## src/tfs_pkg.sv

```systemverilog
/*
  Shared constants for the T1 framing-format setup: the 8-bit
  configuration map of the transceiver, the reset values, the field
  codes and the controller's own AXI4-Lite register map.
  Assumes a single aclk domain on both ends.
*/
`default_nettype none
package tfs_pkg;
  // Device configuration offsets
  localparam logic [7:0] OFF_RX_LINE_DECODER = 8'h10;
  localparam logic [7:0] OFF_RX_ELASTIC      = 8'h1c;
  localparam logic [7:0] OFF_TX_ELASTIC      = 8'h20;
  localparam logic [7:0] OFF_FRAMER          = 8'h48;
  localparam logic [7:0] OFF_LB_DETECT       = 8'h4c;
  localparam logic [7:0] OFF_LB_ACTIVATE     = 8'h4e;
  localparam logic [7:0] OFF_LB_DEACTIVATE   = 8'h4f;
  localparam logic [7:0] OFF_SIG_EXTRACT     = 8'h50;
  localparam logic [7:0] OFF_BASIC_TX        = 8'h54;
  localparam logic [7:0] OFF_ALARM_INTEG     = 8'h60;
  localparam logic [7:0] OFF_BIT_CODE        = 8'h6a;
  localparam int         NUM_CFG             = 11;
  localparam logic [7:0] CFG_RESET           = 8'h00;

  // Values written by the controller
  localparam logic [7:0] VAL_ZERO            = 8'h00;
  localparam logic [7:0] VAL_AMI_DECODE      = 8'h80;
  localparam logic [7:0] VAL_TX_ESF_HI       = 8'h30;
  localparam logic [7:0] VAL_TX_SLC          = 8'h08;
  localparam logic [7:0] VAL_TX_T1DM         = 8'h04;
  localparam logic [7:0] VAL_TX_T1DM_ALT     = 8'h0c;
  localparam logic [7:0] VAL_FR_ESF_HI       = 8'h10;
  localparam logic [7:0] VAL_FR_SLC          = 8'h08;
  localparam logic [7:0] VAL_FR_T1DM         = 8'h04;
  localparam logic [7:0] VAL_BOC_4OF5        = 8'h02;
  localparam logic [7:0] VAL_AL_ESF_HI       = 8'h10;
  localparam logic [7:0] VAL_SIG_ESF         = 8'h04;
  localparam logic [7:0] VAL_LB_ACTIVATE     = 8'h08;
  localparam logic [7:0] VAL_LB_DEACTIVATE   = 8'h44;

  // Controller AXI4-Lite map
  localparam logic [7:0] AXI_CTRL            = 8'h00;
  localparam logic [7:0] AXI_STATUS          = 8'h04;
  localparam int         CTRL_START_BIT      = 31;
  localparam logic [1:0] RESP_OKAY           = 2'b00;
  localparam logic [1:0] RESP_SLVERR         = 2'b10;

  typedef enum logic [1:0] {
    TFS_FMT_ESF  = 2'b00,
    TFS_FMT_SLC  = 2'b01,
    TFS_FMT_SF   = 2'b10,
    TFS_FMT_T1DM = 2'b11
  } tfs_format_t;

  // Out-of-frame threshold codes: 2/4, 2/5, 2/6, 4/12
  typedef enum logic [1:0] {
    TFS_OOF_2OF4  = 2'b00,
    TFS_OOF_2OF5  = 2'b01,
    TFS_OOF_2OF6  = 2'b10,
    TFS_OOF_4OF12 = 2'b11
  } tfs_oof_t;
endpackage
`default_nettype wire

```

## src/tfs_if.sv

```systemverilog
/*
  Configuration port between the controller and the device end.
  One-cycle write strobe, read data one cycle after the read strobe.
*/
`default_nettype none
interface tfs_cfg_if;
  logic [7:0] addr;
  logic [7:0] wdata;
  logic       wr;
  logic       rd;
  logic [7:0] rdata;
  modport device (input addr, input wdata, input wr, input rd, output rdata);
  modport host   (output addr, output wdata, output wr, output rd, input rdata);
endinterface
`default_nettype wire

```

## src/tfs_device.sv

```systemverilog
/*
  Device end: 8-bit configuration registers of the transceiver with
  reset defaults and decoded datapath settings.
  Assumes the host keeps the configuration write order and pin inputs
  from outside aclk are synchronised here.
*/
// Summary of operation
// - Reset gives SF, B8ZS receive, AMI transmit
// - Transmit line, clock, data, pulse held low
// - Receive backplane 1.544, tristate, pins inputs
// - Transmit backplane 1.544, data on, signaling off
// - Transmit store bypassed, receive store used
// - Diagnostics off, monitor counts out-of-frame
// - Decoder 00H B8ZS, 80H AMI
// - Elastic stores 00H give 193-bit frames
// - Transmitter 3XH gives B8ZS ESF
// - Transmitter 00H SF, 08H loop format
// - Transmitter 04H or 0CH gives T1DM
// - Framer 1X/5X/9X ESF with thresholds
// - Host matches framer and transmitter nibbles
// - Framer SF and loop format codes
// - Framer 04H T1DM, 4 of 12
// - Code detector 00H 8/10, 02H 4/5
// - Alarm integrator ESF, SF, loop codes
// - Alarm integrator T1DM standard or alternate red
// - Loopback detector enable and patterns
// - Signaling extractor 04H ESF, else 00H
`default_nettype none
module tfs_device
  import tfs_pkg::*;
(
  // Clock and reset
  input  wire logic        aclk,
  input  wire logic        aresetn,
  input  wire logic        ce,
  // Configuration port
  tfs_cfg_if.device        cfg,
  // Transmit line side, user sources
  input  wire logic [1:0]  tx_line_pos_src,
  input  wire logic [1:0]  tx_line_neg_src,
  input  wire logic        tx_clock_src,
  input  wire logic        tx_data_src,
  input  wire logic        tx_frame_pulse_src,
  output logic      [1:0]  tx_line_pos,
  output logic      [1:0]  tx_line_neg,
  output logic             tx_clock_out,
  output logic             tx_data_out,
  output logic             tx_frame_pulse_out,
  // Backplane pins
  input  wire logic        rx_backplane_frame_pulse_in,
  input  wire logic        rx_backplane_clock_in,
  input  wire logic        tx_backplane_frame_pulse_in,
  input  wire logic        tx_backplane_clock_in,
  output logic             rx_backplane_data_oe,
  output logic             rx_backplane_signaling_oe,
  output logic             rx_backplane_frame_pulse_oe,
  output logic             rx_backplane_clock_oe,
  output logic             tx_backplane_frame_pulse_oe,
  output logic             tx_backplane_clock_oe,
  output logic      [3:0]  backplane_pins_sync,
  output logic      [1:0]  backplane_rate,
  output logic             tx_backplane_data_active,
  output logic             tx_backplane_signaling_active,
  // Decoded settings
  output logic             rx_line_ami,
  output logic             rx_elastic_frame193,
  output logic             tx_elastic_frame193,
  output logic             rx_elastic_bypass,
  output logic             tx_elastic_bypass,
  output logic             tx_signaling_align,
  output logic             tx_fcrc_fdl_bypass,
  output logic             rx_data_link_enable,
  output logic             tx_data_link_enable,
  output logic             diagnostics_enable,
  output logic             monitor_counts_frame_alignment_change,
  output tfs_format_t      tx_format,
  output logic             tx_line_b8zs,
  output logic      [3:0]  tx_fdl_option,
  output tfs_format_t      framer_format,
  output tfs_oof_t         framer_oof,
  output logic      [3:0]  framer_fdl_rate,
  output logic             bit_code_4of5,
  output tfs_format_t      alarm_format,
  output logic             alarm_alt_red,
  output logic      [3:0]  alarm_yellow_rate,
  output logic             loopback_detect_enable,
  output logic      [7:0]  loopback_activate,
  output logic      [7:0]  loopback_deactivate,
  output logic             signaling_esf
);
  localparam logic [7:0] MAP [NUM_CFG] = '{OFF_RX_LINE_DECODER, OFF_RX_ELASTIC,
    OFF_TX_ELASTIC, OFF_FRAMER, OFF_LB_DETECT, OFF_LB_ACTIVATE, OFF_LB_DEACTIVATE,
    OFF_SIG_EXTRACT, OFF_BASIC_TX, OFF_ALARM_INTEG, OFF_BIT_CODE};

  logic [7:0]         regs [NUM_CFG];
  logic [NUM_CFG-1:0] hit;
  logic [7:0]         next_rdata;
  logic               tx_hold;
  logic [3:0]         pin_meta;
  logic [3:0]         pin_sync;

  genvar gi;
  generate
    for (gi = 0; gi < NUM_CFG; gi++)
    begin : g_cfg
      assign hit[gi] = (cfg.addr == MAP[gi]);
      always_ff @(posedge aclk)
      begin
        if (!aresetn)
          regs[gi] <= CFG_RESET;
        else if (ce && cfg.wr && hit[gi])
          regs[gi] <= cfg.wdata;
      end
    end
  endgenerate

  always_comb
  begin
    next_rdata = 8'h00;
    for (int i = 0; i < NUM_CFG; i++)
      if (hit[i])
        next_rdata = regs[i];
  end

  always_ff @(posedge aclk)
  begin
    if (!aresetn)
      cfg.rdata <= 8'h00;
    else if (ce && cfg.rd)
      cfg.rdata <= next_rdata;
  end

  // Line outputs stay low until the transmitter is configured
  always_ff @(posedge aclk)
  begin
    if (!aresetn)
      tx_hold <= 1'b1;
    else if (ce && cfg.wr && hit[8])
      tx_hold <= 1'b0;
  end

  always_ff @(posedge aclk)
  begin
    if (!aresetn)
    begin
      tx_line_pos        <= 2'b00;
      tx_line_neg        <= 2'b00;
      tx_clock_out       <= 1'b0;
      tx_data_out        <= 1'b0;
      tx_frame_pulse_out <= 1'b0;
    end
    else if (ce)
    begin
      tx_line_pos        <= tx_hold ? 2'b00 : tx_line_pos_src;
      tx_line_neg        <= tx_hold ? 2'b00 : tx_line_neg_src;
      tx_clock_out       <= tx_clock_src & ~tx_hold;
      tx_data_out        <= tx_data_src & ~tx_hold;
      tx_frame_pulse_out <= tx_frame_pulse_src & ~tx_hold;
    end
  end

  // Backplane pins sampled as inputs, two stages
  always_ff @(posedge aclk)
  begin
    if (!aresetn)
    begin
      pin_meta <= 4'h0;
      pin_sync <= 4'h0;
    end
    else if (ce)
    begin
      pin_meta <= {tx_backplane_clock_in, tx_backplane_frame_pulse_in,
                   rx_backplane_clock_in, rx_backplane_frame_pulse_in};
      pin_sync <= pin_meta;
    end
  end
  assign backplane_pins_sync         = pin_sync;
  assign backplane_rate              = 2'b00;
  assign rx_backplane_data_oe        = 1'b0;
  assign rx_backplane_signaling_oe   = 1'b0;
  assign rx_backplane_frame_pulse_oe = 1'b0;
  assign rx_backplane_clock_oe       = 1'b0;
  assign tx_backplane_frame_pulse_oe   = 1'b0;
  assign tx_backplane_clock_oe         = 1'b0;
  assign tx_backplane_data_active      = 1'b1;
  assign tx_backplane_signaling_active = 1'b0;
  assign rx_elastic_bypass   = 1'b0;
  assign tx_elastic_bypass   = 1'b1;
  assign tx_signaling_align  = 1'b0;
  assign tx_fcrc_fdl_bypass  = 1'b0;
  assign rx_data_link_enable = 1'b0;
  assign tx_data_link_enable = 1'b0;
  assign diagnostics_enable  = 1'b0;
  assign monitor_counts_frame_alignment_change = 1'b0;

  assign rx_line_ami = regs[0][7];
  assign rx_elastic_frame193 = (regs[1] == VAL_ZERO);
  assign tx_elastic_frame193 = (regs[2] == VAL_ZERO);

  assign tx_line_b8zs  = (regs[8][7:4] == VAL_TX_ESF_HI[7:4]);
  assign tx_fdl_option = regs[8][3:0];
  // SF and loop format; T1DM on 04H or 0CH
  assign tx_format = tx_line_b8zs ? TFS_FMT_ESF :
                     regs[8][2] ? TFS_FMT_T1DM :
                     regs[8][3] ? TFS_FMT_SLC : TFS_FMT_SF;

  wire fr_t1dm = (regs[3] == VAL_FR_T1DM);
  wire fr_esf  = regs[3][4];
  assign framer_format = fr_t1dm ? TFS_FMT_T1DM : fr_esf ? TFS_FMT_ESF :
                         regs[3][3] ? TFS_FMT_SLC : TFS_FMT_SF;
  assign framer_oof = fr_t1dm ? TFS_OOF_4OF12 :
                      regs[3][7] ? TFS_OOF_2OF6 :
                      regs[3][6] ? TFS_OOF_2OF5 : TFS_OOF_2OF4;
  // Nibble exported for comparison with the transmitter
  assign framer_fdl_rate = fr_esf ? regs[3][3:0] : 4'h0;

  assign bit_code_4of5 = regs[10][1];

  assign alarm_yellow_rate = regs[9][4] ? regs[9][3:0] : 4'h0;
  assign alarm_alt_red = ~regs[9][4] & regs[9][2] & regs[9][3];
  assign alarm_format  = regs[9][4] ? TFS_FMT_ESF : regs[9][2] ? TFS_FMT_T1DM :
                         regs[9][3] ? TFS_FMT_SLC : TFS_FMT_SF;

  assign loopback_detect_enable = (regs[4] == VAL_ZERO);
  assign loopback_activate      = regs[5];
  assign loopback_deactivate    = regs[6];
  assign signaling_esf = regs[7][2];
endmodule
`default_nettype wire

```

## src/flat_wrapper.sv

```systemverilog
// flat-port wrapper written by rule: the top's interface ports become plain ports
module tfs_device_flat import tfs_pkg::*;
  (aclk, aresetn, ce, tx_line_pos_src, tx_line_neg_src, tx_clock_src, tx_data_src, tx_frame_pulse_src, tx_line_pos, tx_line_neg, tx_clock_out, tx_data_out, tx_frame_pulse_out, rx_backplane_frame_pulse_in, rx_backplane_clock_in, tx_backplane_frame_pulse_in, tx_backplane_clock_in, rx_backplane_data_oe, rx_backplane_signaling_oe, rx_backplane_frame_pulse_oe, rx_backplane_clock_oe, tx_backplane_frame_pulse_oe, tx_backplane_clock_oe, backplane_pins_sync, backplane_rate, tx_backplane_data_active, tx_backplane_signaling_active, rx_line_ami, rx_elastic_frame193, tx_elastic_frame193, rx_elastic_bypass, tx_elastic_bypass, tx_signaling_align, tx_fcrc_fdl_bypass, rx_data_link_enable, tx_data_link_enable, diagnostics_enable, monitor_counts_frame_alignment_change, tx_format, tx_line_b8zs, tx_fdl_option, framer_format, framer_oof, framer_fdl_rate, bit_code_4of5, alarm_format, alarm_alt_red, alarm_yellow_rate, loopback_detect_enable, loopback_activate, loopback_deactivate, signaling_esf, cfg_addr, cfg_wdata, cfg_wr, cfg_rd, cfg_rdata);
  tfs_cfg_if cfg_i ();
  input  wire logic aclk;
  input  wire logic aresetn;
  input  wire logic ce;
  input  wire logic [1:0] tx_line_pos_src;
  input  wire logic [1:0] tx_line_neg_src;
  input  wire logic tx_clock_src;
  input  wire logic tx_data_src;
  input  wire logic tx_frame_pulse_src;
  output logic      [1:0] tx_line_pos;
  output logic      [1:0] tx_line_neg;
  output logic tx_clock_out;
  output logic tx_data_out;
  output logic tx_frame_pulse_out;
  input  wire logic rx_backplane_frame_pulse_in;
  input  wire logic rx_backplane_clock_in;
  input  wire logic tx_backplane_frame_pulse_in;
  input  wire logic tx_backplane_clock_in;
  output logic rx_backplane_data_oe;
  output logic rx_backplane_signaling_oe;
  output logic rx_backplane_frame_pulse_oe;
  output logic rx_backplane_clock_oe;
  output logic tx_backplane_frame_pulse_oe;
  output logic tx_backplane_clock_oe;
  output logic      [3:0] backplane_pins_sync;
  output logic      [1:0] backplane_rate;
  output logic tx_backplane_data_active;
  output logic tx_backplane_signaling_active;
  output logic rx_line_ami;
  output logic rx_elastic_frame193;
  output logic tx_elastic_frame193;
  output logic rx_elastic_bypass;
  output logic tx_elastic_bypass;
  output logic tx_signaling_align;
  output logic tx_fcrc_fdl_bypass;
  output logic rx_data_link_enable;
  output logic tx_data_link_enable;
  output logic diagnostics_enable;
  output logic monitor_counts_frame_alignment_change;
  output tfs_format_t tx_format;
  output logic tx_line_b8zs;
  output logic      [3:0] tx_fdl_option;
  output tfs_format_t framer_format;
  output tfs_oof_t framer_oof;
  output logic      [3:0] framer_fdl_rate;
  output logic bit_code_4of5;
  output tfs_format_t alarm_format;
  output logic alarm_alt_red;
  output logic      [3:0] alarm_yellow_rate;
  output logic loopback_detect_enable;
  output logic      [7:0] loopback_activate;
  output logic      [7:0] loopback_deactivate;
  output logic signaling_esf;
  input wire logic [$bits(cfg_i.addr)-1:0] cfg_addr;
  input wire logic [$bits(cfg_i.wdata)-1:0] cfg_wdata;
  input wire logic [$bits(cfg_i.wr)-1:0] cfg_wr;
  input wire logic [$bits(cfg_i.rd)-1:0] cfg_rd;
  output wire logic [$bits(cfg_i.rdata)-1:0] cfg_rdata;
  assign cfg_i.addr = cfg_addr;
  assign cfg_i.wdata = cfg_wdata;
  assign cfg_i.wr = cfg_wr;
  assign cfg_i.rd = cfg_rd;
  assign cfg_rdata = cfg_i.rdata;
  tfs_device u_core (.aclk(aclk), .aresetn(aresetn), .ce(ce), .cfg(cfg_i), .tx_line_pos_src(tx_line_pos_src), .tx_line_neg_src(tx_line_neg_src), .tx_clock_src(tx_clock_src), .tx_data_src(tx_data_src), .tx_frame_pulse_src(tx_frame_pulse_src), .tx_line_pos(tx_line_pos), .tx_line_neg(tx_line_neg), .tx_clock_out(tx_clock_out), .tx_data_out(tx_data_out), .tx_frame_pulse_out(tx_frame_pulse_out), .rx_backplane_frame_pulse_in(rx_backplane_frame_pulse_in), .rx_backplane_clock_in(rx_backplane_clock_in), .tx_backplane_frame_pulse_in(tx_backplane_frame_pulse_in), .tx_backplane_clock_in(tx_backplane_clock_in), .rx_backplane_data_oe(rx_backplane_data_oe), .rx_backplane_signaling_oe(rx_backplane_signaling_oe), .rx_backplane_frame_pulse_oe(rx_backplane_frame_pulse_oe), .rx_backplane_clock_oe(rx_backplane_clock_oe), .tx_backplane_frame_pulse_oe(tx_backplane_frame_pulse_oe), .tx_backplane_clock_oe(tx_backplane_clock_oe), .backplane_pins_sync(backplane_pins_sync), .backplane_rate(backplane_rate), .tx_backplane_data_active(tx_backplane_data_active), .tx_backplane_signaling_active(tx_backplane_signaling_active), .rx_line_ami(rx_line_ami), .rx_elastic_frame193(rx_elastic_frame193), .tx_elastic_frame193(tx_elastic_frame193), .rx_elastic_bypass(rx_elastic_bypass), .tx_elastic_bypass(tx_elastic_bypass), .tx_signaling_align(tx_signaling_align), .tx_fcrc_fdl_bypass(tx_fcrc_fdl_bypass), .rx_data_link_enable(rx_data_link_enable), .tx_data_link_enable(tx_data_link_enable), .diagnostics_enable(diagnostics_enable), .monitor_counts_frame_alignment_change(monitor_counts_frame_alignment_change), .tx_format(tx_format), .tx_line_b8zs(tx_line_b8zs), .tx_fdl_option(tx_fdl_option), .framer_format(framer_format), .framer_oof(framer_oof), .framer_fdl_rate(framer_fdl_rate), .bit_code_4of5(bit_code_4of5), .alarm_format(alarm_format), .alarm_alt_red(alarm_alt_red), .alarm_yellow_rate(alarm_yellow_rate), .loopback_detect_enable(loopback_detect_enable), .loopback_activate(loopback_activate), .loopback_deactivate(loopback_deactivate), .signaling_esf(signaling_esf));
endmodule
```

## config.mk

```make
export PLATFORM = sky130hd
export DESIGN_NAME = tfs_device_flat
export DESIGN_NICKNAME = d
export VERILOG_FILES = /design/src/tfs_pkg.sv /design/src/tfs_if.sv /design/src/tfs_device.sv /design/src/flat_wrapper.sv
export SDC_FILE = /design/constraint.sdc
export NUM_CORES = 1
export LEC_CHECK = 0
export BUFFER_PORTS_ARGS = -buffer_cell sky130_fd_sc_hd__buf_2
export CAP_MARGIN = 20
export CORE_ASPECT_RATIO = 1.1
export CORE_MARGIN = 5
export CORE_UTILIZATION = 25
export DETAILED_ROUTE_END_ITERATION = 6
export GPL_TIMING_DRIVEN = 1
export PLACE_DENSITY = 0.41
export RECOVER_POWER = 50
export SLEW_MARGIN = 20
export SYNTH_ARGS = -nofsm -noshare
export SYNTH_HDL_FRONTEND = slang
export SYNTH_SLANG_ARGS = --single-unit
export TNS_END_PERCENT = 100
```

## constraint.sdc

```tcl
create_clock -name aclk -period 3.2 [get_ports aclk]
set_input_delay 0.64 -clock aclk [delete_from_list [all_inputs] [get_ports aclk]]
set_output_delay 0.64 -clock aclk [all_outputs]
set_load 0.005 [all_outputs]
```

After elaboration in Yosys (flattened, before gate mapping)
Memory sizes are Yosys's and may differ from the RTL's.
Index checks and enable logic that the tools add are counted.
{ "classes": {"n_reduce_logical": 16, "n_mux": 72, "bitwise_logic": 18, "n_eq_ne": 13} }
{ "op_table": {"columns": ["operator", "n"], "rows": [
  ["8-bit two-way mux", 22],
  ["8-bit by 7-bit == test with 1-bit output, second input constant", 8],
  ["1-bit two-way mux", 35],
  ["2-bit two-way mux", 13],
  ["8-bit zero test", 3],
  ["8-bit by 5-bit == test with 1-bit output, second input constant", 2],
  ["1-bit logical AND", 13],
  ["1-bit bitwise OR", 11],
  ["8-bit by 3-bit == test with 1-bit output, second input constant", 1],
  ["8-bit by 6-bit == test with 1-bit output, second input constant", 1],
  ["4-bit two-way mux", 2],
  ["1-bit AND", 5],
  ["4-bit by 2-bit == test with 1-bit output, second input constant", 1],
  ["1-bit inverter", 2]
]} }
{ "word_totals": {"wordCells": 129, "input_bits": 32, "ramBits": 88, "regBits": 24, "memories": 1, "out_inout_bits": 81} }
{ "memory_table": {"columns": ["memory", "depth", "width", "read_ports", "rd_ports_with_merged_regs", "write_ports", "line", "rtl"], "rows": [
  ["u_core.regs", 11, 8, 11, 0, 11, "tfs_device.sv:95", "logic [7:0] regs [NUM_CFG];"]
]} }

Longest topological paths before layout
Gate-level depths: netlist of the first run.
{ "logic_depth": {"word_depth": 12, "ltp_mapped": 7, "depth_no_buf": 5} }

Worst setup path before layout of the first run
No wires, ideal clock.
{ "synth_timing": {"kind": "input port to flip-flop", "startpoint": "input cfg_addr[1]", "endpoint": "memory u_core.regs[10][0], in the netlist u_core.regs[2][16], enable pin", "path_slack_ns": 0.602, "n_path_buf": 2, "t_required_ns": 2.816, "setup_time_ns": 0.384, "stages": 4, "arrival_time_ns": 2.214, "path_cell_list": "clkbuf_1 -> clkbuf_1 -> nand4_1 -> o21ai_0"} }
{ "synth_lines": {"columns": ["element", "line", "rtl"], "rows": [
  ["start, declared", "flat_wrapper.sv:57", "input wire logic [$bits(cfg_i.addr)-1:0] cfg_addr;"],
  ["end, declared", "tfs_device.sv:95", null]
]} }

==> results of run 1 <==
-- critical path, cell delays in order --
cell,delay (ns)
clkbuf_1,0.25
nor4_1,0.72
nand2_1,0.36
nor4b_2,0.63
and2_1,0.21
-- per-stage QoR --
stage / util [%] / hold slack, ns / cells / instance area, um^2
2_1_floorplan: - / 0.4402 / 533 / 5652
3_3_place_gp: 28.44 / 0.4545 / 877 / 6269
3_5_place_dp: 28.44 / 0.4730 / 877 / 6269
4_1_cts: 29.78 / 0.4830 / 893 / 6563
5_1_grt: 29.39 / 0.5063 / 893 / 6477
6_report: 29.39 / 0.4788 / 893 / 6477
-- cells in the mapped netlist, types with 10 or more instances --
| cell | instances |
|---|---|
| nand2_1 | 25 |
| edfxtp_1 | 88 |
| dfxtp_1 | 24 |
| a21oi_1 | 20 |
| nor2b_1 | 26 |
| o21ai_0 | 24 |
| o22ai_1 | 18 |
| nor3_1 | 10 |
| and2_1 | 98 |
| nor2_1 | 20 |
| buf_4 | 38 |
| clkbuf_1 | 29 |
-- state kept, by name, summed over array words and instances, names as in the netlist --
register                    cells
u_core.tx_line_neg              2
u_core.pin_meta                 4
u_core.regs                    88
u_core.tx_frame_pulse_out       1
u_core.tx_hold                  1
u_core.backplane_pins_sync      4
u_core.cfg.rdata                8
u_core.tx_data_out              1
u_core.tx_line_pos              2
u_core.tx_clock_out             1
-- cell type report --
type,count,area (um^2)
Clock inverter,7,68.82
Tap cell,295,369.1
Timing Repair Buffer,118,571.8
Inverter,5,18.77
Multi-Input combinational cell,347,2101
Sequential cell,112,3123
Fill cell,2327,15560
Clock buffer,9,225.2
-- cell families after synthesis --
group	after synthesis	share of synthesized area [%]
AO/OA/AOI/OAI	96	10.99
XOR/XNOR	1	0.1567
buffers and inverters	74	7.541
flip-flops	112	55.85
multiplexers	9	1.611
other	2	0.1343
AND/OR/NAND/NOR	223	23.72
-- per-layer routing --
metal | wire length (um) | up-vias
li1 | - | 1943
met5 | 13 | -
met2 | 8266 | 122
met4 | 388 | 2
met1 | 7557 | 1961
met3 | 788 | 21
-- where the power goes --
part | total [mW] | internal (mW) | leakage [nW] | switching [mW]
sequential | 1.67 | 1.63 | 1.03 | 0.0399
clock | 1.15 | 0.608 | 0.140 | 0.542
combinational | 0.229 | 0.0798 | 1.15 | 0.149
total | 3.05 | 2.31 | 2.32 | 0.731
-- final timing paths --
check | startpoint | to
setup / recovery | cfg_addr[0] | u_core.regs[0][1]
hold / removal | u_core.tx_hold | u_core.tx_hold
setup reg to reg | u_core.regs[1][10] | u_core.cfg.rdata[2]
hold reg to reg | u_core.tx_hold | u_core.tx_hold
==> impl_results.md, run 1 <==
* VDD IR max at approximately 0.00023 V
* # clock sinks at about 110
* Setup_tns at 0 ns
* GR Util met1 at between 10% and 20%
* Vias in the first global route at ~4000
* Total number of vias at slightly above 4000
* Final min period at approximately 2.6 ns
* CTS tree: yes
* CTS root buffer: clkbuf_16
* DRC at 0
* Detail Route Antenna Nets at 0
* Status: finished clean
* Yosys warning total at 0
* Mapped Cells at between 500 and 600
* Total power at a little over 3 mW
* Max Cap Violations at 0
* CP max FO at 14
* Reg2Reg Setup Slack at 1.37 ns
* Top_reg_cell synth: edfxtp_1
* TritonCTS buffer count at 9
* Final Hold Fails at 0
* Via-to-Cell Ratio at 4.534
* Layout cells sized above 1 at between 10% and 20%
* Sequential area share after synthesis at between 50% and 60%
* Gr usage total at a little over an eighth
* Most Used Layer, Global Route: met2
* CP required at ~3.4 ns
* Starting Density at between 20% and 30%
* Rows at 57
* WL final at between 15000 and 20000 um
* # setup viols final at 0
* # Post-CTS Setup Buffers at 0
* Hold Path Class: register to register
* Setup Skew at about 0.008 ns
* Largest net degree at the start of global routing at 21
* Fraction of registers with async set/reset at 0%
* Global route total overflow at 0
* Setup WS pre-CTS at approximately 0.63 ns
* FF-to-FF path depth at 5
* Worst slew pin tran at approximately 0.77 ns
* Syn avg cell area at between 10 and 15 um^2
* Post_cts resized at 0
* Leading area contributor after synthesis: edfxtp_1
* Flops & latches, synth at 112
* Initial antenna violation count at 2
* Die Height at between 150 and 200 um
* Clock transition at path regs at around 0.070 ns
* Diode count at 0
* Most common cell after layout, fill and taps aside: edfxtp_1
* CP Class: input port to register
* Share of Yosys cell area claimed by the top area cell type at between 40% and 50%
* Htree depth at 3
* Layout area overhead at 15.84%
* Post-CTS Hold Buffers at 0
* Max Slew Vio Count at 0
* Die W at roughly 150 um
* Longest Clk Path Bufs at 2
* EDFF count, synth at slightly below 90
* Drt pass-1 iters at 4
* Port Buf Inserts at between 90 and 100
* First-pass GRT wire length at 25390 um
* Met3 Track Usage GR at roughly 2.4%
* Setup ws final at ~0.6 ns
* GRT met2 Usage at 22.33%
* Power per Cell Area at approximately 470 mW/mm^2
* Drt wl/cell at about 19 um
* Syn Std Cell Area at ~0.0056 mm^2
* Post-DP HPWL at between 10000 and 15000 um
* Hold depth at 2
* Max-slew headroom at about half
* Clk Latency, worst-skew pair at ~0.36 ns
* Core Area at 0.02204 mm^2
* RSZ-0062 raised after global routing: no
* DR iter-0 viols at 266
* Leakage power at about 2.3 nW
* Synth cell types at 45
* Die area at between 0.02 and 0.03 mm^2
* Fin nets at between 600 and 700
* Worst EP arrival at between 2 and 3 ns
* IO Pins at 113
* Highest-count cells in the layout ignoring fill and taps: edfxtp_1, and2_1, buf_2
* Max Fclk at slightly below 400 MHz
* Final GP Congestion at 0.8703
* Crit start category: input port
* Top cells by area, synth: edfxtp_1, and2_1, dfxtp_1, buf_4, nor2b_1
* Crit share post-route at about four fifths
* Setup crit end kind: register
(Power assumes the default switching activity.)
==> inputs of run 2 (changes only) <==
clock period = 2.4 ns   (was 3.2 ns; I/O delays follow)
==> run 2 against run 1 <==
Against the previous run: count of clock-buffer cells in the layout up 2; critical path depth up 1; largest cell class unchanged; utilization up 0.37 points; largest power group unchanged; worst setup slack worse by 0.28 ns; flip-flop and latch count unchanged; final cell count up 1.6%.
==> impl_results.md, run 2 (synthesis results as in run 1) <==
* Status: finished clean
* Clock transition at path regs at 0.08 ns (about the same)
* Die W at 152.6 um (unchanged)
* Crit start category: input port
* Via-to-Cell Ratio at 4.458 (-1.7%)
* Setup crit end kind: register
* Max Fclk at 482.1 MHz
* FF-to-FF path depth at 5 (unchanged)
* Post-DP HPWL at 12670 um (-2.0%)
* Max Slew Vio Count at 0 (unchanged)
* Drt pass-1 iters at 4 (unchanged)
* Setup Skew at 0.01073 ns (+0.002532 ns)
* Final Hold Fails at 0 (unchanged)
* Largest net degree at the start of global routing at 20 (-4.8%)
* Port Buf Inserts at 94 (unchanged)
* Max Cap Violations at 0 (unchanged)
* Post_cts resized at 0 (unchanged)
* IO Pins at 113 (unchanged)
* Hold depth at 3 (+1)
* WL final at 16900 um (-0.65%)
* Final GP Congestion at 0.8637 (-0.76%)
* Starting Density at 25.37% (unchanged)
* Clk Latency, worst-skew pair at 0.36 ns (about the same)
* Max-slew headroom at 39.50% (-9.0 points)
* Worst EP arrival at 2.13 ns (-0.69 ns)
* Power per Cell Area at 602.0 mW/mm^2 (+28%)
* Global route total overflow at 0 (unchanged)
* Worst slew pin tran at 0.9074 ns (+0.1424 ns)
* CP Class: input port to register
* Htree depth at 3 (unchanged)
* Register bank with the most flops: u_core.regs
* Setup WS pre-CTS at -0.005491 ns (-0.6317 ns)
* CTS root buffer: clkbuf_16
* Filler instances at 2324 (-0.13%)
* RSZ-0062 raised after global routing: no
* Post-CTS Hold Buffers at 0 (unchanged)
* # setup viols final at 0 (unchanged)
* Highest-count cells in the layout ignoring fill and taps: edfxtp_1, and2_1, buf_2
* # clock sinks at 112 (unchanged)
* Layout cells sized above 1 at 18.14% (+2.4 points)
* DR iter-0 viols at 236 (-11%)
* Hold Path Class: input port to register
* Rows at 57 (unchanged)
* Core Area at 0.02204 mm^2 (unchanged)
* Vias in the first global route at 4126 (+3.2%)
* CP max FO at 10 (-4)
* # Post-CTS Setup Buffers at 0 (unchanged)
* VDD IR max at 0.0003109 V (+32%)
* Most common cell after layout, fill and taps aside: edfxtp_1
* Diode count at 0 (unchanged)
* Detail Route Antenna Nets at 0 (unchanged)
* Largest regs: u_core.regs: 88 flops, u_core.cfg.rdata: 8 flops
* CP required at 2.45 ns (-0.98 ns)
* Non-Filler Instances at 907 (+1.6%)
* Fin nets at 639 (+2.2%)
* Layout area overhead at 17.30%
* Initial antenna violation count at 0 (-2)
* First-pass GRT wire length at 25860 um (+1.8%)
* Placed insts at 891 (+1.6%)
* Setup_tns at 0 ns (unchanged)
* CTS tree: yes
* Post-DP Area at 0.006374 mm^2 (+1.7%)
* Final min period at between 2 and 2.5 ns
* Longest Clk Path Bufs at 2 (unchanged)
* Setup ws final at 0.3257 ns (-0.2816 ns)
* Leakage power at 2.402 nW (+3.6%)
* DRC at 0 (unchanged)
* Number of flip-flops in the largest register at 88 (unchanged)
* Crit share post-route at 86.43%
* Drt wl/cell at 18.64 um (-2.2%)
* Total number of vias at 4043 (-0.15%)
* Die Height at 166.9 um (unchanged)
* Cell area after layout at 0.006559 mm^2 (+1.3%)
* Gr usage total at 13.32% (+0.13 points)
* TritonCTS buffer count at 9 (unchanged)
* Die area at 0.02546 mm^2 (unchanged)
-- run 2: path summary, 6_finish.rpt --
| path | start | to | slack [ns] |
|---|---|---|---|
| worst max-delay path | cfg_addr[2] | u_core.regs[2][8] | 0.33 |
| worst min-delay path | tx_data_src | u_core.tx_data_out | 0.37 |
| worst max register to register | u_core.regs[1][10] | u_core.cfg.rdata[2] | 0.59 |
| worst min register to register | u_core.cfg.rdata[1] | u_core.cfg.rdata[1] | 0.46 |
-- run 2: report_power, final --
group | internal (mW) | switching, mW
logic | 0.114 | 0.199
clock network | 0.707 | 0.704
registers | 2.17 | 0.0546
-- run 2: critical path, cell delays in order --
cell	delay (ns)
clkbuf_1	0.18
nor4_1	0.71
nand2_1	0.12
clkbuf_2	0.23
o21ai_0	0.17
clkbuf_2	0.25
-- run 2: per-layer routing --
metal | vias up | wire length [um] | track usage, %
li1 | 1976 | - | -
met1 | 1955 | 7782 | 17.50
met2 | 97 | 8134 | 22.16
met3 | 15 | 663 | 2.154
met4 | 0 | 323 | 4.921
met5 | - | 0 | 0
-- run 2: area by class of cell --
type,count,area [um^2],area share [%]
inverter,5,18.77,0.2862
multi-input combinational,347,2101,32.03
timing repair buffer,132,681.9,10.40
tap,295,369.1,5.628
sequential,112,3123,47.62
clock buffer,11,232.7,3.548
clock inverter,5,32.53,0.4960
-- run 2: per-stage QoR --
| step | hold slack [ns] | utilization [%] | power (mW) |
|---|---|---|---|
| after detailed placement | 0.4423 | 28.92 | 2.598 |
| after global placement | 0.4558 | 28.92 | 2.595 |
| after floorplan | 0.4402 | - | 2.446 |
| after global routing | 0.3679 | 29.76 | 4.117 |
| after CTS | 0.3515 | 30.13 | 4.013 |
| final | 0.3652 | 29.76 | 3.948 |
==> inputs of run 3 (changes only) <==
ABC_AREA = 1   (was not set)
CORE_MARGIN = not set   (was 5)
==> run 3 against run 2 <==
Against the previous run: wire length up 0.10%; critical path depth down 2; utilization down 0.44 points; register-to-register slack gained 0.38 ns; critical endpoint is now framer_format[0]; count of clock-buffer cells in the layout unchanged.
==> impl_results.md, run 3 <==
* Status: finished clean
* Reg2Reg Setup Slack at 0.97 ns (+0.38 ns)
* Register bank with the most flops: u_core.regs
* Buf+Inv Stages, Crit Path at 1 (-2)
* Core Area at 0.02204 mm^2 (unchanged)
* Setup WS pre-CTS at 0.2519 ns (+0.2573 ns)
* Setup ws final at 0.3099 ns (-0.01580 ns)
* Mapped Cells at 630 (+22%)
* Port Buf Inserts at 94 (unchanged)
* Worst path cell trace: nor4_1 > nand4_1 > o21ai_0 > buf_2
* Pint at 3.174 mW (+6.2%)
* Longest Clk Path Bufs at 2 (unchanged)
* Max Slew Vio Count at 0 (unchanged)
* Rows at 57 (unchanged)
* Sequential cell area at 0.003123 mm^2 (unchanged)
* DRC at 0 (unchanged)
* Crit-path slowest cell: edfxtp_1
* CP max FO at 8 (-2)
* Setup crit end kind: primary output
* Post-DP HPWL at 12750 um (+0.67%)
* Yosys warning total at 0 (unchanged)
* FF-to-FF path depth at 8 (+3)
* Max Fclk at 478.4 MHz (-0.76%)
* Max-slew headroom at 44.39% (+4.9 points)
* Leakage power at 2.693 nW (+12%)
* Sequential area share after synthesis at 55.68% (-0.17 points)
* Post-synth top cells: nor2_1, nand2_1, edfxtp_1
* Die W at 144.8 um (-5.1%)
* Fin nets at 735 (+15%)
* CTS tree: yes
* Htree depth at 3 (unchanged)
* RSZ-0062 raised after global routing: no
* DR iter-0 viols at 454 (+92%)
* Setup_tns at 0 ns (unchanged)
* Multi-input logic area at 0.001869 mm^2 (-11%)
* Fraction of registers with async set/reset at 0% (unchanged)
* Worst path max stage delay at 0.51 ns (-0.20 ns)
* Filler instances at 2392 (+2.9%)
* Drt wl/cell at 16.85 um (-9.6%)
* Drt pass-1 iters at 7 (+3)
* Highest-count cells in the layout ignoring fill and taps: nor2_1, nand2_1, edfxtp_1
* Flops & latches, synth at 112 (unchanged)
* # Post-CTS Setup Buffers at 0 (unchanged)
* Final GP Congestion at 0.7996 (-7.4%)
* Worst Min Path Start: tx_backplane_frame_pulse_in
* CTS root buffer: clkbuf_16
* Via-to-Cell Ratio at 4.360 (-2.2%)
* VDD IR max at 0.0002308 V (-26%)
* EDFF count, synth at 88 (unchanged)
* Final Hold Fails at 0 (unchanged)
* Most common cell after layout, fill and taps aside: nor2_1
* Worst slew pin tran at 0.8342 ns (-0.07329 ns)
* Worst EP arrival at 1.61 ns (-0.52 ns)
* Power per Cell Area at 639.8 mW/mm^2 (+6.3%)
* Initial antenna violation count at 1 (+1)
* Hold depth at 3 (unchanged)
* Reg-to-reg endpoint: u_core.cfg.rdata[3]
* Synth cell types at 33 (-27%)
* Critical path's top delay family: flip-flops
* Starting Density at 25.45% (+0.079 points)
* Top cells by area, synth: edfxtp_1, nor2_1, dfxtp_1, nand2_1, buf_4
* Clock network fraction of design power at 38.9% (+3.2 points)
* Global route total overflow at 0 (unchanged)
* Layout cells sized above 1 at 16.67% (-1.5 points)
* Vias in the first global route at 4348 (+5.4%)
* Layout area overhead at 15.21%
* # clock sinks at 112 (unchanged)
* CP required at 1.92 ns (-0.53 ns)
* Post-CTS Hold Buffers at 0 (unchanged)
* Detail Route Antenna Nets at 0 (unchanged)
* Largest regs: u_core.regs: 88 flops, u_core.cfg.rdata: 8 flops
* CP Class: register to primary output
* Sw Share at 23.24% (-1.0 points)
* Setup Skew at 0.009084 ns (-0.001649 ns)
* Final min period at 2.090 ns (+0.01580 ns)
* Number of flip-flops in the largest register at 88 (unchanged)
* Gr usage total at 15.14% (+1.8 points)
* Logic gate share of total power at 7.2% (-0.7 points)
* Clk Latency, worst-skew pair at 0.35 ns (about the same)
* Crit share post-route at 87.09% (+0.66 points)
* Top_reg_cell synth: edfxtp_1
* Hold_ws at 0.3528 ns (-0.01238 ns)
* Hold Crit Endpoint: u_core.pin_meta[2]
* Die area at 0.02304 mm^2 (-9.5%)
* Crit start category: register
* # setup viols final at 0 (unchanged)
* Share of Yosys cell area claimed by the top area cell type at 47.11% (-0.15 points)
* Syn Std Cell Area at 0.005609 mm^2 (+0.31%)
* Most numerous cell in the Yosys netlist: nor2_1
* Syn avg cell area at 8.903 um^2 (-18%)
* Largest net degree at the start of global routing at 19 (-5.0%)
* Hold Path Class: input port to register
* IO Pins at 113 (unchanged)
* First-pass GRT wire length at 25540 um (-1.3%)
* Leading area contributor after synthesis: edfxtp_1
* Psw at 0.9611 mW (+0.27%)
* Post_cts resized at 0 (unchanged)
* WL final at 16920 um (+0.10%)
* TritonCTS buffer count at 9 (unchanged)
* Die Height at 159.1 um (-4.6%)
* Max Cap Violations at 0 (unchanged)
* Worst r2r src: u_core.regs[0][11]
* Part of the power in registers at 53.9% (-2.4 points)
* Total number of vias at 4377 (+8.3%)
* Clock transition at path regs at 0.07 ns (about the same)
run 3: cell count changes after synthesis, sizes merged, moves of 9 or more:
cell	delta
clkbuf	-17
and2	-96
o22ai	-18
nand2	+99
mux2i	-9
nor2	+119
nand3	+22
nand4	+18
nor2b	-26
inv	+62
run 3: area by class of cell:
cell class	count	share of cell area, %
clock buffer	11	3.601
multi-input combinational	406	28.93
clock inverter	5	1.220
antenna	1	0.03872
tap	295	5.712
inverter	68	4.027
timing repair buffer	106	8.151
sequential	112	48.33
run 3: worst max path at each step:
stage	startpoint	endpoint	slack [ns]	cells after the start
after floorplan	cfg_addr[1]	u_core.regs[2][16]	0.24	6
after global placement	cfg_addr[1]	u_core.cfg.rdata[4]	0.26	12
after detailed placement	cfg_addr[1]	u_core.cfg.rdata[3]	0.25	12
after CTS	u_core.regs[0][28]	framer_format[0]	0.29	4
after global routing	u_core.regs[0][28]	framer_format[0]	0.13	4
final	u_core.regs[0][28]	framer_format[0]	0.31	4
run 3: worst reg2reg max path, stage by stage, from the launching register on:
cell      delay, ns
edfxtp_1       0.41
nand3_1        0.11
nand2_1        0.07
nor2_1         0.14
nand4_1        0.15
nand2_1        0.13
nand4_1        0.13
nand2_1        0.10
a21oi_1        0.06
run 3: kinds of logic (layout without fill, tap and decap cells):
kind of cell	Yosys count	in the layout	synth area share [%]
other	2	19	0.1339
flip-flops	112	112	55.68
AND/OR/NAND/NOR	335	335	26.95
AO/OA/AOI/OAI	53	53	5.666
buffers and inverters	128	190	11.58
run 3: power by group through the flow:
stage / logic, mW / registers (mW) / clock network [mW]
2_1_floorplan: 0.208 / 2.25 / 0
3_3_place_gp: 0.309 / 2.27 / 0
3_5_place_dp: 0.312 / 2.27 / 0
4_1_cts: 0.313 / 2.23 / 1.66
5_1_grt: 0.333 / 2.24 / 1.73
6_report: 0.298 / 2.23 / 1.61
run 3: metal layers:
metal	part of all wire [%]	global-route usage, %	vias up	wire length [um]
li1	-	-	2151	-
met1	44	19.10	2084	7428
met2	50	25.98	129	8385
met3	5.2	3.218	13	877
met4	1.4	3.732	0	230
met5	0	0	-	0
run 3: stage by stage:
| stage | cells | util (%) | total power [mW] | cell area [um^2] |
|---|---|---|---|---|
| global route | 1003 | 29.31 | 4.306 | 6460 |
| CTS | 1003 | 29.65 | 4.201 | 6534 |
| detailed placement | 987 | 28.23 | 2.583 | 6222 |
| floorplan | 646 | - | 2.453 | 5669 |
| finish | 1004 | 29.32 | 4.135 | 6462 |
| global placement | 987 | 28.23 | 2.580 | 6222 |
